$ cat src/hw/vil_pkg.sv
// Constants, field layouts and carrier types for the line programmer.
// Assumes a single 50 MHz core clock and an AHB-Lite register port.
package vil_pkg;

   // Core clock and the settle time of one nonvolatile entry write
   localparam int unsigned CLK_HZ        = 50_000_000;
   localparam int unsigned NVM_WRITE_MS  = 2000;
   localparam int unsigned NVM_WRITE_CYC = (CLK_HZ / 1000) * NVM_WRITE_MS;
   localparam int unsigned NVM_CNT_W     = 32;

   // Vertical interval lines 14..21 as a three-bit code, code 0 = line 14
   localparam int unsigned LINE_W      = 3;
   localparam int unsigned LINES       = 8;
   localparam int unsigned FIELDS      = 2;
   localparam int unsigned SIG_W       = 4;
   localparam logic [LINE_W-1:0] LINE_CODE_DEF_DET = 3'h5;

   // Signal codes held in the table
   localparam logic [SIG_W-1:0] SIG_PASS   = 4'h0;
   localparam logic [SIG_W-1:0] SIG_DELETE = 4'h1;
   localparam logic [SIG_W-1:0] SIG_REF    = 4'h2;

   typedef struct packed {
      logic [SIG_W-1:0] sig;
      logic             detect;
   } vil_entry_t;

   localparam vil_entry_t ENTRY_DEF_REF  = '{sig: SIG_REF, detect: 1'b1};
   localparam vil_entry_t ENTRY_DEF_IDLE = '{sig: SIG_PASS, detect: 1'b0};

   typedef enum logic [1:0] {
      MODE_PASS   = 2'b00,
      MODE_INSERT = 2'b01,
      MODE_DELETE = 2'b10,
      MODE_AUTO   = 2'b11
   } vil_ref_mode_t;

   typedef enum logic [1:0] {
      ACT_PASS   = 2'b00,
      ACT_INSERT = 2'b01,
      ACT_BLANK  = 2'b10
   } vil_act_t;

   // Remote panel pins, buttons active low (grounded = pressed)
   typedef struct packed {
      logic [LINE_W-1:0] line_code;
      logic [SIG_W-1:0]  sig_code;
      logic              detect_b;
      logic              enter_f1_b;
      logic              enter_f2_b;
      logic              mode_auto_b;
      logic              mode_delete_b;
      logic              mode_insert_b;
      logic              lock_enable_b;
      logic              lock_override_jumper;
      logic              reset_cmd_b;
   } vil_panel_t;

   localparam int unsigned PANEL_W = $bits(vil_panel_t);

   // Register map, byte addresses
   localparam int unsigned ADDR_W    = 8;
   localparam logic [ADDR_W-1:0] REG_CTRL   = 8'h00;
   localparam logic [ADDR_W-1:0] REG_STATUS = 8'h04;
   localparam logic [ADDR_W-1:0] REG_ENTRY  = 8'h08;

   localparam int unsigned CTRL_PANEL_EN_BIT = 0;
   localparam int unsigned CTRL_RELOAD_BIT   = 1;
   localparam logic        CTRL_PANEL_EN_RST = 1'b1;

   localparam int unsigned ST_MODE_LSB      = 0;
   localparam int unsigned ST_LOCKED_BIT    = 2;
   localparam int unsigned ST_BUSY_BIT      = 3;
   localparam int unsigned ST_AUTO_INS_BIT  = 4;
   localparam int unsigned ST_MISSING_BIT   = 5;

   localparam int unsigned ENT_IDX_LSB = 0;
   localparam int unsigned ENT_IDX_W   = 4;
   localparam int unsigned ENT_SIG_LSB = 8;
   localparam int unsigned ENT_DET_BIT = 12;

   localparam logic HRESP_OKAY = 1'b0;

endpackage

$ cat src/hw/vil_sync.sv
// Two-stage synchroniser, one chain per bit, for the remote panel pins.
// Assumes the pins are quasi-static levels from push buttons.
`timescale 1ns/1ps
module vil_sync
   import vil_pkg::*;
#(
   parameter int unsigned        W       = 1,
   parameter logic [W-1:0]       RST_VAL = '0
) (
   input  wire logic         core_clk_i,
   input  wire logic         rst_b_i,
   input  wire logic [W-1:0] async_i,
   output logic      [W-1:0] sync_o
);

   logic [W-1:0] meta;

   for (genvar b = 0; b < W; b++) begin : g_bit
      // Reset to the idle pin level so no false edge follows release
      always_ff @(posedge core_clk_i or negedge rst_b_i) begin
         if (!rst_b_i) begin
            meta[b]   <= RST_VAL[b];
            sync_o[b] <= RST_VAL[b];
         end else begin
            meta[b]   <= async_i[b];
            sync_o[b] <= meta[b];
         end
      end
   end

endmodule

$ cat src/hw/vil_table.sv
// Line programming table, indexed by field and line code.
// Assumes writes come from the controller, one line at a time.
`timescale 1ns/1ps
module vil_table
   import vil_pkg::*;
(
   input  wire logic              core_clk_i,
   input  wire logic              rst_b_i,
   input  wire logic              reload_i,
   input  wire logic [FIELDS-1:0] wr_en_i,
   input  wire logic [LINE_W-1:0] wr_line_i,
   input  wire vil_entry_t        wr_entry_i,
   input  wire logic              rd_field_i,
   input  wire logic [LINE_W-1:0] rd_line_i,
   output vil_entry_t             rd_entry_o,
   input  wire logic [ENT_IDX_W-1:0] bus_idx_i,
   output vil_entry_t             bus_entry_o
);

   vil_entry_t tbl [FIELDS][LINES];

   for (genvar f = 0; f < FIELDS; f++) begin : g_field
      for (genvar l = 0; l < LINES; l++) begin : g_line
         localparam vil_entry_t DEF = (l == LINE_CODE_DEF_DET) ?
                                      ENTRY_DEF_REF : ENTRY_DEF_IDLE;
         always_ff @(posedge core_clk_i or negedge rst_b_i) begin
            if (!rst_b_i) begin
               tbl[f][l] <= DEF;
            end else if (reload_i) begin
               tbl[f][l] <= DEF;
            end else if (wr_en_i[f] && wr_line_i == LINE_W'(l)) begin
               tbl[f][l] <= wr_entry_i;
            end
         end
      end
   end

   assign rd_entry_o  = tbl[rd_field_i][rd_line_i];
   assign bus_entry_o = tbl[bus_idx_i[LINE_W]][bus_idx_i[LINE_W-1:0]];

endmodule

$ cat src/hw/vil_ctrl.sv
// Vertical interval line programmer: remote panel, table, reference modes.
// Assumes video timing logic on core_clk_i gives line and field strobes
// and a reference-signal detector result per line.
`timescale 1ns/1ps
module vil_ctrl
   import vil_pkg::*;
#(
   parameter int unsigned NVM_CYC = NVM_WRITE_CYC
) (
   input  wire logic              core_clk_i,
   input  wire logic              rst_b_i,
   // AHB-Lite slave
   input  wire logic              hsel_i,
   input  wire logic [31:0]       haddr_i,
   input  wire logic [1:0]        htrans_i,
   input  wire logic              hwrite_i,
   input  wire logic [2:0]        hsize_i,
   input  wire logic [31:0]       hwdata_i,
   input  wire logic              hready_i,
   output logic      [31:0]       hrdata_o,
   output logic                   hreadyout_o,
   output logic                   hresp_o,
   // Remote panel pins
   input  wire vil_panel_t        panel_i,
   // Video timing and detector, same clock domain
   input  wire logic              vi_line_start_i,
   input  wire logic              vi_field_i,
   input  wire logic [LINE_W-1:0] vi_line_i,
   input  wire logic              vi_field_end_i,
   input  wire logic              ref_result_valid_i,
   input  wire logic              ref_found_i,
   // Per-line decisions, write busy and lock state
   output vil_act_t               prog_act_o,
   output logic      [SIG_W-1:0]  prog_sig_o,
   output vil_act_t               ff_act_o,
   output logic      [SIG_W-1:0]  ff_sig_o,
   output logic                   nvm_busy_o,
   output logic                   locked_o
);

   typedef enum logic [1:0] {
      ST_IDLE   = 2'b00,
      ST_NVM    = 2'b01,
      ST_RELOAD = 2'b10
   } vil_state_t;

   localparam vil_panel_t PANEL_IDLE = '{
      line_code: '1, sig_code: '1, detect_b: 1'b1, enter_f1_b: 1'b1,
      enter_f2_b: 1'b1, mode_auto_b: 1'b1, mode_delete_b: 1'b1,
      mode_insert_b: 1'b1, lock_enable_b: 1'b1,
      lock_override_jumper: 1'b0, reset_cmd_b: 1'b1};

   vil_panel_t        pnl;
   vil_panel_t        pnl_prev;
   vil_state_t        state;
   vil_state_t        next_state;
   logic [NVM_CNT_W-1:0] nvm_cnt;
   logic              enter_f1;
   logic              enter_f2;
   logic              reset_cmd;
   logic              accept;
   logic              do_write;
   logic              do_reload;
   logic              sw_reload;
   logic              panel_en;
   vil_ref_mode_t     mode;
   vil_entry_t        wr_entry;
   vil_entry_t        rd_entry;
   vil_entry_t        bus_entry;
   logic [ENT_IDX_W-1:0] entry_idx;
   logic              missing_acc;
   logic              auto_insert;
   logic              ap_valid;
   logic              dp_write;
   logic [ADDR_W-1:0] dp_addr;
   logic [31:0]       rd_mux;
   vil_act_t          next_prog_act;
   logic [SIG_W-1:0]  next_prog_sig;
   vil_act_t          next_ff_act;
   logic [SIG_W-1:0]  next_ff_sig;

   vil_sync #(
      .W       (PANEL_W),
      .RST_VAL (PANEL_IDLE)
   ) u_sync (
      .core_clk_i (core_clk_i),
      .rst_b_i    (rst_b_i),
      .async_i    (panel_i),
      .sync_o     (pnl)
   );

   // Button edges, taken only from the synchronised copy
   always_ff @(posedge core_clk_i or negedge rst_b_i) begin
      if (!rst_b_i) begin
         pnl_prev <= PANEL_IDLE;
      end else begin
         pnl_prev <= pnl;
      end
   end

   assign enter_f1  = pnl_prev.enter_f1_b & ~pnl.enter_f1_b;
   assign enter_f2  = pnl_prev.enter_f2_b & ~pnl.enter_f2_b;
   assign reset_cmd = pnl_prev.reset_cmd_b & ~pnl.reset_cmd_b;

   assign locked_o = pnl.lock_override_jumper | pnl.lock_enable_b;
   assign accept   = ~locked_o;

   always_comb begin
      if (!pnl.mode_auto_b) begin
         mode = MODE_AUTO;
      end else if (!pnl.mode_delete_b) begin
         mode = MODE_DELETE;
      end else if (!pnl.mode_insert_b) begin
         mode = MODE_INSERT;
      end else begin
         mode = MODE_PASS;
      end
   end

   assign do_reload = (reset_cmd | sw_reload) & accept;

   assign do_write = (state == ST_IDLE) & accept & panel_en & ~do_reload &
                     (enter_f1 | enter_f2);

   always_comb begin
      next_state = state;
      unique case (state)
         ST_IDLE: begin
            if (do_reload) begin
               next_state = ST_RELOAD;
            end else if (do_write) begin
               next_state = ST_NVM;
            end
         end
         ST_NVM: begin
            if (do_reload) begin
               next_state = ST_RELOAD;
            end else if (nvm_cnt == '0) begin
               next_state = ST_IDLE;
            end
         end
         ST_RELOAD: next_state = ST_IDLE;
         default:   next_state = ST_IDLE;
      endcase
   end

   always_ff @(posedge core_clk_i or negedge rst_b_i) begin
      if (!rst_b_i) begin
         state <= ST_IDLE;
      end else begin
         state <= next_state;
      end
   end

   always_ff @(posedge core_clk_i or negedge rst_b_i) begin
      if (!rst_b_i) begin
         nvm_cnt <= '0;
      end else if (do_write) begin
         nvm_cnt <= NVM_CYC[NVM_CNT_W-1:0] - 1'b1;
      end else if (state == ST_NVM && nvm_cnt != '0) begin
         nvm_cnt <= nvm_cnt - 1'b1;
      end
   end

   assign nvm_busy_o = (state == ST_NVM);

   always_comb begin
      wr_entry.sig    = pnl.sig_code;
      wr_entry.detect = 1'b0;
      if (pnl.sig_code == SIG_REF) begin
         wr_entry.detect = ~pnl.detect_b | rd_entry.detect;
      end
   end

   vil_table u_table (
      .core_clk_i  (core_clk_i),
      .rst_b_i     (rst_b_i),
      .reload_i    (state == ST_RELOAD),
      .wr_en_i     ({enter_f2, enter_f1} & {FIELDS{do_write}}),
      .wr_line_i   (pnl.line_code),
      .wr_entry_i  (wr_entry),
      .rd_field_i  (do_write ? enter_f2 & ~enter_f1 : vi_field_i),
      .rd_line_i   (do_write ? pnl.line_code : vi_line_i),
      .rd_entry_o  (rd_entry),
      .bus_idx_i   (entry_idx),
      .bus_entry_o (bus_entry)
   );

   always_ff @(posedge core_clk_i or negedge rst_b_i) begin
      if (!rst_b_i) begin
         missing_acc <= 1'b0;
         auto_insert <= 1'b0;
      end else if (vi_field_end_i && vi_field_i) begin
         auto_insert <= missing_acc |
                        (ref_result_valid_i & ~ref_found_i & rd_entry.detect);
         missing_acc <= 1'b0;
      end else if (ref_result_valid_i && rd_entry.detect && !ref_found_i
                   && !do_write) begin
         missing_acc <= 1'b1;
      end
   end

   // Per-line action from the table entry and reference mode
   always_comb begin
      next_prog_act = ACT_PASS;
      next_prog_sig = rd_entry.sig;
      next_ff_act   = ACT_BLANK;
      next_ff_sig   = rd_entry.sig;
      if (rd_entry.sig == SIG_DELETE) begin
         next_prog_act = ACT_BLANK;
      end else if (rd_entry.sig == SIG_REF) begin
         unique case (mode)
            MODE_PASS:   next_prog_act = ACT_PASS;
            MODE_INSERT: next_prog_act = ACT_INSERT;
            MODE_DELETE: next_prog_act = ACT_BLANK;
            MODE_AUTO:   next_prog_act = auto_insert ? ACT_INSERT
                                                     : ACT_PASS;
         endcase
      end else if (rd_entry.sig != SIG_PASS) begin
         next_prog_act = ACT_INSERT;
      end
      if (next_prog_act == ACT_INSERT) begin
         next_ff_act = ACT_INSERT;
      end
   end

   always_ff @(posedge core_clk_i or negedge rst_b_i) begin
      if (!rst_b_i) begin
         prog_act_o <= ACT_PASS;
         prog_sig_o <= SIG_PASS;
         ff_act_o   <= ACT_BLANK;
         ff_sig_o   <= SIG_PASS;
      end else if (vi_line_start_i && !do_write) begin
         prog_act_o <= next_prog_act;
         prog_sig_o <= next_prog_sig;
         ff_act_o   <= next_ff_act;
         ff_sig_o   <= next_ff_sig;
      end else if (vi_field_end_i) begin
         prog_act_o <= ACT_PASS;
         ff_act_o   <= ACT_BLANK;
      end
   end

   // AHB-Lite slave, zero wait states
   assign hreadyout_o = 1'b1;
   assign hresp_o     = HRESP_OKAY;
   assign ap_valid    = hsel_i & htrans_i[1] & hready_i;

   always_ff @(posedge core_clk_i or negedge rst_b_i) begin
      if (!rst_b_i) begin
         dp_write <= 1'b0;
         dp_addr  <= '0;
      end else begin
         dp_write <= ap_valid & hwrite_i;
         dp_addr  <= haddr_i[ADDR_W-1:0];
      end
   end

   always_ff @(posedge core_clk_i or negedge rst_b_i) begin
      if (!rst_b_i) begin
         panel_en  <= CTRL_PANEL_EN_RST;
         sw_reload <= 1'b0;
         entry_idx <= '0;
      end else begin
         sw_reload <= 1'b0;
         if (dp_write && dp_addr == REG_CTRL) begin
            panel_en  <= hwdata_i[CTRL_PANEL_EN_BIT];
            sw_reload <= hwdata_i[CTRL_RELOAD_BIT];
         end
         if (dp_write && dp_addr == REG_ENTRY) begin
            entry_idx <= hwdata_i[ENT_IDX_LSB +: ENT_IDX_W];
         end
      end
   end

   always_comb begin
      rd_mux = '0;
      unique case (haddr_i[ADDR_W-1:0])
         REG_CTRL: rd_mux[CTRL_PANEL_EN_BIT] = panel_en;
         REG_STATUS: begin
            rd_mux[ST_MODE_LSB +: 2]  = mode;
            rd_mux[ST_LOCKED_BIT]     = locked_o;
            rd_mux[ST_BUSY_BIT]       = nvm_busy_o;
            rd_mux[ST_AUTO_INS_BIT]   = auto_insert;
            rd_mux[ST_MISSING_BIT]    = missing_acc;
         end
         REG_ENTRY: begin
            rd_mux[ENT_IDX_LSB +: ENT_IDX_W] = entry_idx;
            rd_mux[ENT_SIG_LSB +: SIG_W]     = bus_entry.sig;
            rd_mux[ENT_DET_BIT]              = bus_entry.detect;
         end
         default: rd_mux = '0;
      endcase
   end

   // Read data latched at the address phase, stands in the data phase
   always_ff @(posedge core_clk_i or negedge rst_b_i) begin
      if (!rst_b_i) begin
         hrdata_o <= '0;
      end else if (ap_valid && !hwrite_i) begin
         hrdata_o <= rd_mux;
      end
   end

endmodule

$ cat config.mk
export PLATFORM = sky130hd
export DESIGN_NAME = vil_ctrl
export DESIGN_NICKNAME = d
export VERILOG_FILES = /design/src/hw/vil_pkg.sv /design/src/hw/vil_sync.sv /design/src/hw/vil_table.sv /design/src/hw/vil_ctrl.sv
export SDC_FILE = /design/constraint.sdc
export NUM_CORES = 1
export LEC_CHECK = 0
export ABC_CLOCK_PERIOD_IN_PS = 4750
export BUFFER_PORTS_ARGS = -buffer_cell sky130_fd_sc_hd__buf_2
export CAP_MARGIN = 20
export CORE_MARGIN = 10
export CORE_UTILIZATION = 39
export DETAILED_ROUTE_END_ITERATION = 12
export GPL_TIMING_DRIVEN = 0
export PLACE_DENSITY_LB_ADDON = 0.15
export SLEW_MARGIN = 20
export SYNTH_ARGS = -nofsm -noshare
export SYNTH_HDL_FRONTEND = slang
export SYNTH_HIERARCHICAL = 1
export SYNTH_SLANG_ARGS = --single-unit
$ cat constraint.sdc
create_clock -name core_clk_i -period 4.75 [get_ports core_clk_i]
set_clock_uncertainty 0.1 [all_clocks]
set_input_delay 0.95 -clock core_clk_i [delete_from_list [all_inputs] [get_ports core_clk_i]]
set_output_delay 0.95 -clock core_clk_i [all_outputs]
set_load 0.005 [all_outputs]
# Word-level counts from Yosys, hierarchy flattened
# Index checks and enable logic that the tools add are counted.
# word_totals
elab_cells	268
register_bits	185
# classes
n_eq_ne	21
n_lt_le_gt_ge	4
n_reduce_logical	56
bitwise	32
addsub	1
n_mux	74
# ops
op	count
40-bit two-way mux	6
5-bit two-way mux	37
32-bit two-way mux	2
2-bit nonzero test	19
32-bit zero test	1
32-bit nonzero test	1
32-bit by 1-bit subtractor with 32-bit output, second input constant	1
5-bit binary-select mux with 3-bit select	2
2-bit two-way mux	14
1-bit logical AND	25
8-bit by 4-bit == test with 1-bit output, second input constant	2
8-bit zero test	2
1-bit AND	14
3-bit == test, second input constant	4
4-bit by 2-bit == test with 1-bit output, second input constant	2
8-bit by 3-bit == test with 1-bit output, second input constant	1
4-bit greater-or-equal comparator, second input constant	2
1-bit two-way mux	8
1-bit NOT	8
3-bit NOT with 4-bit output	2
2-bit case mux with 4 select lines	1
2-bit by 1-bit == test with 1-bit output, second input constant	3
2-bit == test, second input constant	3
3-bit by 2-bit == test with 1-bit output, second input constant	2
other kinds (17)	26

# Longest topological paths before layout
# depth
ltp_word	22
ltp_mapped	18
mapped_depth_nobuf	13

# Modules after synthesis
# The synthesis kept the hierarchy.
# modules_own_cells
module	cells_per_inst	area_per_inst_um2	n_inst
vil_table	377	4608.2	1
vil_ctrl	354	3629.7	1
vil_sync	32	838.3	1

# Worst setup path after synthesis
# Ideal clock, no wire load.
# synth_path
kind	register to register
start	reg panel_en
end	reg u_table/tbl[75] (netlist bit)
path_buffers	4
arrival_ns	3.650
stages_incl_launch_ff	17
setup_ns	0.132
period_less_slack_ns	3.882
t_required_ns	4.518
slack_ns	0.868
path_cell_list	dfstp_2 or3b_2 or4_1 clkbuf_1 nor2_1 buf_2 nand2_1 nand2_1 clkbuf_1 mux4_2 a22oi_1 nand3_1 inv_1 a21oi_1 clkbuf_1 mux2i_1 nor2_1
# synth_lines
element	line_no	source
start: declaration	vil_ctrl.sv:65	logic panel_en;
start signal: assignment	vil_ctrl.sv:267	panel_en <= hwdata_i[CTRL_PANEL_EN_BIT];
end signal: indexed assignment	vil_table.sv:32	tbl[f][l] <= wr_entry_i;
end: declaration	vil_table.sv:20	vil_entry_t tbl [FIELDS][LINES];

==> key figures <==
Power
  – Pwr Total: 3.32 mW
  – PwrDens: 314 nW/um2
  – Maximum VDD drop: 205 uV
  – Leakage: 5.15 nW

Placed design
  – Dpl cells: 1165
  – Pre-CTS setup slack: -0.773 ns
  – Dpl cell area: 9940 um2
  – Placer Congestion: 0.807
  – Dpl hpwl: around 17000 um
  – I/O Buffers: 66

Global route
  – GRT overflow: 0
  – Vias in the first global route: 6519
  – First-pass GRT wire length: 37700 um
  – Total track usage: 15.8%
  – Largest net degree at the start of global routing: between 80 and 90
  – Initial antenna violation count: 0

Timing
  – Fin. max-slew vios: 0
  – Setup ws final: 0.225 ns
  – Slew of the pin with the lowest slew margin: about 1.0 ns
  – Hold Fails Final Rpt: 0
  – Max_slew headroom: between 30% and 40%
  – Tcrit/Tclk final: a little over nine tenths
  – Setup repair after global routing missed its margin: no
  – Setup-failing EPs final: 0
  – Max Clock Freq: 221 MHz
  – Min cycle time layout: about 4.5 ns

Detailed routing
  – Antenna Nets Post-Route: 0
  – Routed wire length: 23300 um
  – Iter 0 DRT Violations: 473
  – DRC errors left: 0
  – DR pass1 iterations: 5
  – Avg WL per Cell: 19.5 um
  – Vias: 6371
  – Vias/cell: approximately 5.3

Synthesis
  – Synthesized cell area: 9080 um2
  – Synth async-reset ratio: 100%
  – Synth Flop Type: dfrtp_1
  – Post-synthesis cell count: around 760
  – Synth area leaders: dfrtp_1 (40%), dfstp_2 (11%), mux4_2 (9.9%), mux2i_1 (8.9%), nor2_1 (4.3%)
  – Post-synth EDFFs: 0
  – Sequential share of the synthesized area: 51.5%
  – Distinct cells, synth: 65
  – Share of the synthesized area in the top cell type: 40.3%
  – Yosys warning count: 6
  – Area leader, netlist: dfrtp_1
  – Flops & latches, synth: 185
  – Avg Synthesized Cell Area: 11.9 um2

Layout
  – Area of the multi-input gates: 4040 um2
  – Non-Filler Instances: 1197
  – ANT cells: 0
  – Most frequent cells in the layout: dfrtp_1 (146), nor2_1 (102), mux2i_1 (81)
  – Register cell area after layout: 4680 um2
  – Layout Utilization: 46.4%
  – Layout cells sized above 1: 30.3%
  – Area Growth Syn to Fin: 16.3%
  – Commonest non-fill, non-tap cell in the layout: dfrtp_1
  – Nets: between 900 and 1000
  – Fillers: 2126
  – Post-route cell area: 10600 um2

Worst setup path
  – CP bufs+invs: 6
  – Required @ worst endpoint: 4.95 ns
  – Worst setup EP type: flop
  – R2R cell count: 17
  – CP Max Fanout: 10
  – Startpoint Class: flop
  – Top delay family on crit path: simple AND/OR/NAND/NOR gates
  – Critical Path AT: 4.72 ns
  – WS Path Type: flop to flop
  – Cell count along the critical path: 17
  – Slowest CP cell: dfstp_2
  – Slowest Stage Delay on Critical Path: between 0.5 and 0.6 ns
  – Crit path cell chain: or3b_2 > or4_1 > clkbuf_1 > or2_2 > clkbuf_1 > clkbuf_2 > nand2_1 > nand2_1 > buf_2 > mux4_2 > a22oi_1 > nand3_2 > inv_1 > a21oi_4 > clkbuf_2 > mux2i_1 > nor2_1

Clock network
  – Hold Buf Count CTS: 0
  – CTS buffer count: 17
  – Clock transition at path regs: 0.07 ns
  – Clock Tree Root: clkbuf_16
  – CTS tree: done
  – CTS H-tree lvls: 4
  – Clk_lat worst skew: 0.43 ns
  – CTS sink count: between 150 and 200
  – CTS max path bufs: 2

Run status
  – Outcome: complete, no violations

Floorplan
  – Die extent in x: 173 um
  – CORE AREA: 22800 um2
  – Die area: 29800 um2
  – Initial core utilization: 39.8%
  – Height of the die: approximately 170 um
  – Total I/O pin count: 146
  – Cell Rows: 55

Job
  – Max Cap Viol: 0

Hold path
  – Hold Crit Class: flop to flop
  – Hold path cells: 0
worst register-to-register path: cells and delay by family, from the launching register on:
kind | cells | cell delay (ns)
AOI/OAI and AO/OA | 2 | 0.40
buffers and inverters | 6 | 1.17
DFF | 1 | 0.56
muxes | 2 | 0.51
and+or+nand+nor | 7 | 1.64
flip-flops by register name, indices dropped and copies added (netlist names):
signal / count
dp_addr: 8
sw_reload: 1
state: 2
nvm_cnt: 32
missing_acc: 1
entry_idx: 4
ff_sig_o: 4
panel_en: 1
hrdata_o: 11
ff_act_o: 2
dp_write: 1
u_sync/sync_o: 16
prog_act_o: 2
auto_insert: 1
pnl_prev: 3
u_sync/meta: 16
u_table/tbl: 80
per-stage QoR:
step | setup TNS, ns | hold slack (ns)
5_1_grt | 0 | 0.255
3_5_place_dp | -10.90 | 0.237
4_1_cts | 0 | 0.253
3_3_place_gp | -88.42 | 0.233
2_1_floorplan | 0 | 0.231
6_report | 0 | 0.251
synth_stat cells, types with 9 or more instances:
cell type  count
dfrtp_1      146
nor2_1       104
mux2i_1       81
mux4_2        40
dfstp_2       39
nand2_1       34
buf_4         31
nand3_1       28
clkbuf_1      24
a21oi_1       17
nor3_1        14
o21ai_0       14
inv_1         13
buf_2         12
a22oi_1       11
or3_1         11
mux2_2         9
nor2b_1        9
cell families (layout without fill, tap and decap cells):
group                    count (synthesis)  count (layout)  share of synthesized area (%)
AND/OR/NAND/NOR                        269             269                           16.0
flip-flops                             185             185                           51.5
multiplexers                           130             130                           20.0
AO/OA/AOI/OAI                           90              90                           6.85
buffers and inverters                   84             184                           5.17
other                                    2              23                         0.0827
XOR/XNOR                                 2               2                          0.193
adder cells (fa/ha/maj)                  1               1                          0.138
worst paths after layout:
path,from,to,slack [ns]
setup / recovery,panel_en,u_table/tbl[65],0.22
hold reg to reg,u_sync/meta[1],u_sync/sync_o[1],0.25
setup reg to reg,panel_en,u_table/tbl[65],0.22
min in group asynchronous,rst_b_i,nvm_cnt[14],0.28
hold / removal,u_sync/meta[1],u_sync/sync_o[1],0.25
max in group asynchronous,rst_b_i,u_sync/sync_o[5],3.20
metal layers:
metal	track usage, %	wire length, um	share of wire [%]	vias up
li1	-	-	-	2954
met1	21.7	11100	48	3223
met2	24.2	10700	46	165
met3	3.68	1100	4.7	29
met4	4.86	419	1.8	0
met5	0	0	0	-
power by group:
group / internal (mW) / total [mW] / switching (mW)
Sequential: 1.62 / 1.65 / 0.0314
Clock: 0.745 / 1.41 / 0.667
Combinational: 0.0952 / 0.251 / 0.156
final cells by class:
cell class / instances / share of cell area (%)
Buffer: 71 / 4.03
Multi-Input combinational cell: 515 / 38.3
Sequential cell: 185 / 44.3
Timing Repair Buffer: 68 / 3.74
Inverter: 13 / 0.462
Clock buffer: 17 / 4.03
Tap cell: 313 / 3.71
Clock inverter: 15 / 1.47
timing repair:
| action | CTS | global route |
|---|---|---|
| endpoints found under the setup margin | 24 | 16 |
| gates resized for setup | 8 | 5 |
| setup buffers | 0 | 0 |
(Power assumes the default switching activity.)
